### config.mk
export PLATFORM = sky130hd
export DESIGN_NAME = bif_top
export DESIGN_NICKNAME = d
export VERILOG_FILES = /design/src/verilog/bif_sticky.v /design/src/verilog/bif_top.v
export VERILOG_INCLUDE_DIRS = /design/src /design/src/verilog
export SDC_FILE = /design/constraint.sdc
export NUM_CORES = 1
export LEC_CHECK = 0
export ABC_CLOCK_PERIOD_IN_PS = 1800
export BUFFER_PORTS_ARGS = -buffer_cell sky130_fd_sc_hd__clkbuf_2
export CAP_MARGIN = 20
export CORE_ASPECT_RATIO = 1.4
export CORE_MARGIN = 2
export CORE_UTILIZATION = 49
export CTS_BUF_LIST = sky130_fd_sc_hd__clkbuf_4
export DETAILED_ROUTE_END_ITERATION = 8
export HOLD_SLACK_MARGIN = 0.12
export PLACE_DENSITY = 0.9
export SLEW_MARGIN = 10
export SYNTH_ARGS = -nofsm -noshare
export SYNTH_HDL_FRONTEND = slang
export SYNTH_SLANG_ARGS = --single-unit
### constraint.sdc
create_clock -name clk_sys_in -period 1.8 [get_ports clk_sys_in]
set_input_delay 0.09 -clock clk_sys_in [delete_from_list [all_inputs] [get_ports clk_sys_in]]
set_output_delay 0.09 -clock clk_sys_in [all_outputs]
set_load 0.1 [all_outputs]
### src/verilog/bif_defines.vh
// constants for the baseband interrupt flag block
// How it works
// - twelve events and four levels gathered into 16-bit status register
// - reset status value has only bit 7 set
// - enabled flags drive open-drain active-low pin
// - bit 15 special command done, read clears
// - bit 14 aux converter done, read clears
// - bit 13 second rx message end, burst only
// - bit 12 first rx message end, burst only
// - bit 11 transmit queue fault, read clears
// - bit 10 tone queue fault, read clears
// - bit 9 second rx queue fault, read clears
// - bit 8 first rx queue fault, read clears
// - bit 7 transmit level at/below limit, level
// - bit 6 tone queue above limit, level
// - bit 5 second rx queue above limit, level
// - bit 4 first rx queue above limit, level
// - bit 3 transmit done or error, read clears
// - bit 2 second rx packet ready, burst only
// - bit 1 first rx packet ready, burst only
// - bit 0 timer adjust done, read clears
// - write-only enable mask, reset clear, no side-effect
`ifndef BIF_DEFINES_VH
`define BIF_DEFINES_VH
`define BIF_ADDR_STATUS 8'h80
`define BIF_ADDR_ENABLE 8'h81
`define BIF_STATUS_RESET 16'h0080
`define BIF_ENABLE_RESET 16'h0000
`define BIF_LEVEL_MASK 16'h00f0
`define BIF_BIT_TX_LOW 7
`define BIF_BIT_TONE_HIGH 6
`define BIF_BIT_RX2_HIGH 5
`define BIF_BIT_RX1_HIGH 4
`define BIF_BURST_MASK 16'h3006
`endif

### src/verilog/bif_sticky.v
// one clear-on-read sticky flag
`timescale 1ns/10ps
`default_nettype none
module bif_sticky (
    input wire clk_sys_in,    // system clock
    input wire rst_n_in,      // sync reset, active low
    input wire set_in,        // event pulse or level
    input wire clear_in,      // read of the status register
    output reg flag_out       // sticky flag
);
    // set has priority so an event during the read survives
    always @(posedge clk_sys_in) begin
        if (!rst_n_in) begin
            flag_out <= 1'b0;
        end else if (set_in) begin
            flag_out <= 1'b1;
        end else if (clear_in) begin
            flag_out <= 1'b0;
        end
    end
endmodule
`default_nettype wire

### src/verilog/bif_top.v
// interrupt flag collector with status, enable mask and irq pin
`timescale 1ns/10ps
`default_nettype none
`include "bif_defines.vh"
module bif_top (
    input wire clk_sys_in,             // 25 mhz system clock
    input wire rst_n_in,               // sync reset, active low
    input wire [7:0] reg_addr_in,      // register address
    input wire reg_wr_in,              // one-cycle write strobe
    input wire reg_rd_in,              // one-cycle read strobe
    input wire [15:0] reg_wdata_in,    // write data
    output reg [15:0] reg_rdata_out,   // read data, valid cycle after read
    input wire burst_mode_in,          // receive channels in burst mode
    input wire spcl_cmd_done_in,       // special command finished pulse
    input wire aux_conv_done_in,       // auxiliary converter sequence done pulse
    input wire second_rx_msg_end_in,   // second rx message end pulse
    input wire first_rx_msg_end_in,    // first rx message end pulse
    input wire tx_queue_fault_in,      // transmit fifo over/underflow pulse
    input wire tone_queue_fault_in,    // tone fifo over/underflow pulse
    input wire second_rx_queue_fault_in, // second rx fifo fault pulse
    input wire first_rx_queue_fault_in,  // first rx fifo fault pulse
    input wire [5:0] tx_fill_in,       // transmit fill level
    input wire [4:0] tx_fill_limit_in, // transmit threshold
    input wire [5:0] tone_fill_in,     // tone fill level
    input wire [4:0] tone_fill_limit_in, // tone threshold
    input wire [5:0] second_rx_fill_in,  // second rx fill level
    input wire [4:0] second_rx_fill_limit_in, // second rx threshold
    input wire [5:0] first_rx_fill_in, // first rx fill level
    input wire [4:0] first_rx_fill_limit_in, // first rx threshold
    input wire tx_done_in,             // transmit done or error pulse
    input wire second_rx_packet_ready_in, // second rx packet pulse
    input wire first_rx_packet_ready_in,  // first rx packet pulse
    input wire timer_adjust_done_in,   // slot/sample adjust done pulse
    output reg irq_out_n_out,          // open-drain pin level, always 0
    output reg irq_oe_out              // high while pulling pin low
);
    reg [15:0] enable_mask;     // write-only enable mask
    reg [3:0] level_flags;      // registered threshold levels
    wire [15:0] sticky_flags;   // clear-on-read flags
    wire [15:0] event_vec;      // raw event inputs
    wire [15:0] gated_events;   // events after burst-mode gating
    wire [15:0] status;         // composed status word
    wire status_read;           // host reads status this cycle
    wire [15:0] next_rdata;     // read mux result

    // gather the pulse sources into their bit positions
    assign event_vec = {spcl_cmd_done_in, aux_conv_done_in,
        second_rx_msg_end_in, first_rx_msg_end_in,
        tx_queue_fault_in, tone_queue_fault_in,
        second_rx_queue_fault_in, first_rx_queue_fault_in,
        4'h0, tx_done_in, second_rx_packet_ready_in,
        first_rx_packet_ready_in, timer_adjust_done_in};

    // burst-only sources are blocked outside burst mode
    assign gated_events = event_vec & (burst_mode_in ? 16'hffff : ~`BIF_BURST_MASK);

    assign status_read = reg_rd_in && (reg_addr_in == `BIF_ADDR_STATUS);

    // one sticky cell per clear-on-read bit; level bits get none
    genvar i;
    generate
        for (i = 0; i < 16; i = i + 1) begin : g_flag
            if (((`BIF_LEVEL_MASK >> i) & 16'h0001) == 16'h0000) begin : g_st
                bif_sticky u_flag (
                    .clk_sys_in(clk_sys_in),
                    .rst_n_in(rst_n_in),
                    .set_in(gated_events[i]),
                    .clear_in(status_read),
                    .flag_out(sticky_flags[i])
                );
            end else begin : g_lv
                assign sticky_flags[i] = 1'b0;
            end
        end
    endgenerate

    // threshold comparisons, registered; reset gives tx bit high
    always @(posedge clk_sys_in) begin
        if (!rst_n_in) begin
            level_flags <= 4'h8;
        end else begin
            level_flags[3] <= ({1'b0, tx_fill_limit_in} >= tx_fill_in);
            level_flags[2] <= (tone_fill_in > {1'b0, tone_fill_limit_in});
            level_flags[1] <= (second_rx_fill_in > {1'b0, second_rx_fill_limit_in});
            level_flags[0] <= (first_rx_fill_in > {1'b0, first_rx_fill_limit_in});
        end
    end

    // compose status; level bits are never touched by a read
    assign status = sticky_flags | {8'h00, level_flags, 4'h0};

    // mask register; writing it leaves status untouched
    always @(posedge clk_sys_in) begin
        if (!rst_n_in) begin
            enable_mask <= `BIF_ENABLE_RESET;
        end else if (reg_wr_in && (reg_addr_in == `BIF_ADDR_ENABLE)) begin
            enable_mask <= reg_wdata_in;
        end
    end

    // only status is readable; mask is write-only, others read zero
    assign next_rdata = status_read ? status : 16'h0000;

    // read data register, captured on the read strobe
    always @(posedge clk_sys_in) begin
        if (!rst_n_in) begin
            reg_rdata_out <= 16'h0000;
        end else if (reg_rd_in) begin
            reg_rdata_out <= next_rdata;
        end
    end

    // pin pulled low while any enabled flag is set; reg adds one cycle
    always @(posedge clk_sys_in) begin
        if (!rst_n_in) begin
            irq_oe_out <= 1'b0;
            irq_out_n_out <= 1'b0;
        end else begin
            irq_oe_out <= |(status & enable_mask);
            irq_out_n_out <= 1'b0; // open-drain: only ever drives low
        end
    end
endmodule
`default_nettype wire

==> impl_metrics.py <==
metrics = {
    "status": {
        "outcome": "finished clean",
    },
    "drt": {
        "dr.pass1.iters": 4,
        "drc": 0,
        "first_iter_violations": 109,
        "viasPerCell": 5.10,
        "drtAntennaViolNets": 0,
        "routedWlPerCell_um": 12.7,
        "wl_mm": 6.03,
        "via_count": 2413,
    },
    "synthesis": {
        "synth.distinct_cells": 29,
        "postSynthAreaPerCell_um2": 8.55,
        "ys_seq_area_frac": 0.419,
        "synth_top_area_frac": 0.419,
        "synthTopCellsByArea": "dfxtp_1 42%, ha_1 11%, o21ai_0 7.7%",
        "syn-num-nets": 379,
        "ys_seq_elements": 49,
        "synth_warnings": 0,
        "syn_area_um2": 2340,
        "netlist_instances": 274,
        "synth_area_leader_cell": "dfxtp_1",
    },
    "floorplanning": {
        "io_pins": 103,
        "start_util": 0.513,
        "core-area_um2": 4570,
        "rows": 29,
        "dieArea_um2": 5360,
        "die_y_um": 85.8,
        "die_x_um": 62.5,
    },
    "cts": {
        "clock_sinks": 49,
        "cts_buffers": 5,
        "clockBufferDepth": 2,
        "cts_tree": "built",
        "path_clk_slew_ns": 0.14,
        "clk_latency_ns": 0.37,
        "htreeDepth": 2,
        "root_buffer": "clkbuf_4",
        "cts.repair.resized": 0,
    },
    "place": {
        "dpl.hpwl_mm": 4.21,
        "gp_congestion": 0.783,
        "placed_area_um2": 2920,
        "port_buffers": 101,
    },
    "setup_path": {
        "slowest_stage": "dlygate4sd3_1",
        "cpPeakStageDelay_ns": 0.54,
        "crit_type": "input pin to flip-flop",
        "critPathCaptureType": "flip-flop",
        "cp_top_family": "buffers and inverters",
        "crit_fanout": 2,
        "crit_chain": "dlygate4sd3_1, clkbuf_2, and4b_1, o21ai_0, o21ai_0, o311a_1, dlygate4sd3_1",
        "start_kind": "input pin",
        "critPathRequiredTime_ns": 2.06,
        "cp.arrival_ns": 1.93,
        "path_buf_inv": 3,
    },
    "finish": {
        "layout.nets": 515,
        "final_common_cell": "clkbuf_2",
        "area_delta_synth_final_pct": 43.2,
        "final_cell_mix": "101 x clkbuf_2, 49 x dfxtp_1, 39 x dlygate4sd3_1, 36 x o21ai_0, 29 x nand2_1",
        "fin_area_um2": 3360,
        "drive_gt1_frac": 0.282,
        "diodes": 0,
    },
    "global_route": {
        "grt_use_met2": 0.437,
        "grt_busiest_layer": "met2",
        "grt_pass1_vias": 2413,
        "grt.met3_usage": 0.0446,
        "grt_use_met1": 0.255,
        "grt_pass1_wl_mm": 10.1,
        "track_usage": 0.235,
        "grt-ovfl-total": 0,
        "grt_max_degree": 75,
        "antenna_found_initial": 0,
    },
    "timing": {
        "maxSlewViolCount": 0,
        "fin_crit_sh": 0.927,
        "finalSetupViolCount": 0,
        "slew_headroom": 0.632,
        "skew_ns": 0.0121,
        "tightest_slew_ns": 0.555,
        "rsz0062_at_grt": "false",
        "hold_viol": 0,
        "holdWs_ns": 0.140,
        "min_period_ns": 1.67,
        "max_freq_mhz": 599,
        "finalSetupTns_ns": 0,
    },
    "pwr": {
        "vdd_drop_max_v": 0.000360,
        "p_leak_uw": 0.00158,
        "p_per_area_nw_per_um2": 579,
    },
    "run": {
        "max-cap-violations": 0,
    },
    "hold_path": {
        "hold_path_class": "input pin to flip-flop",
    },
}
==> stage by stage <==
step / setup slack [ns] / std cells / utilization / total power, uW
final: 0.132 / 473 / 0.734 / 1940
after global routing: 0.116 / 473 / 0.734 / 2050
after detailed placement: 0.0529 / 426 / 0.638 / 1420
after global placement: 0.114 / 426 / 0.638 / 1410
after CTS: 0.143 / 473 / 0.734 / 1950
after floorplan: 0.188 / 274 / - / 1290
==> worst paths after layout <==
path,start,endpoint,slack (ns),cells after the start
worst max register to register,g_flag[11].g_st.u_flag.flag_out,irq_oe_out,0.60,4
worst max-delay path,first_rx_fill_in[5],level_flags[0],0.13,7
worst min register to register,enable_mask[3],enable_mask[3],0.47,2
worst min-delay path,second_rx_fill_limit_in[0],level_flags[1],0.14,4
==> sequential cells by signal, summed over array words and instances (netlist names) <==
register and cells:
enable_mask 16, g_flag.g_st.u_flag.flag_out 12, irq_oe_out 1, level_flags 4, reg_rdata_out 16
==> kinds of logic (layout without fill, tap and decap cells) <==
logic type / after synthesis / count (layout) / synth area share
AO/OA/AOI/OAI: 69 / 69 / 0.170
adder cells (fa/ha/maj): 20 / 20 / 0.107
buffers and inverters: 39 / 176 / 0.0689
flip-flops: 49 / 49 / 0.419
other: 1 / 1 / 0.00160
AND/OR/NAND/NOR: 96 / 96 / 0.234
==> layout make-up <==
class	count	area (um2)
Fill cell	333	1220
Multi-Input combinational cell	186	1210
Sequential cell	49	981
Timing Repair Buffer	144	951
Inverter	24	90.1
Tap cell	62	77.6
Clock buffer	5	37.5
Clock inverter	3	12.5
==> timing repair <==
item | CTS | global route
endpoints found under the hold margin | 35 | 0
hold buffers | 39 | 0
setup buffers | 0 | 0
==> synthesized netlist by cell type, drive strengths merged <==
cell,count
o221ai,1
o311a,3
a221oi,2
inv,24
o2111ai,1
buf,8
a21oi,18
nor2b,26
nand3b,7
a211oi,1
and4b,3
a22oi,4
nand2,29
o21ai,36
or4b,2
a22o,2
clkbuf,7
conb,1
nor4b,1
nor3,1
ha,20
o21a,1
or3,1
dfxtp,49
nand3,25
nand2b,1
==> worst min-delay path, cell delays in order <==
cell      delay (ns)
clkbuf_2        0.08
ha_1            0.11
nand3_1         0.06
o311a_1         0.14
==> per-layer routing <==
layer | wire [um] | share of wire
met5 | 0 | 0
met4 | 167 | 0.028
met2 | 3230 | 0.54
met1 | 2290 | 0.38
met3 | 335 | 0.056
==> where the power goes <==
group / total (uW) / switching (uW) / internal, uW
combinational: 333 / 143 / 190
clock: 472 / 330 / 142
sequential: 1140 / 22.7 / 1110
total: 1940 / 496 / 1450
Power figures use the tool's default switching activity.
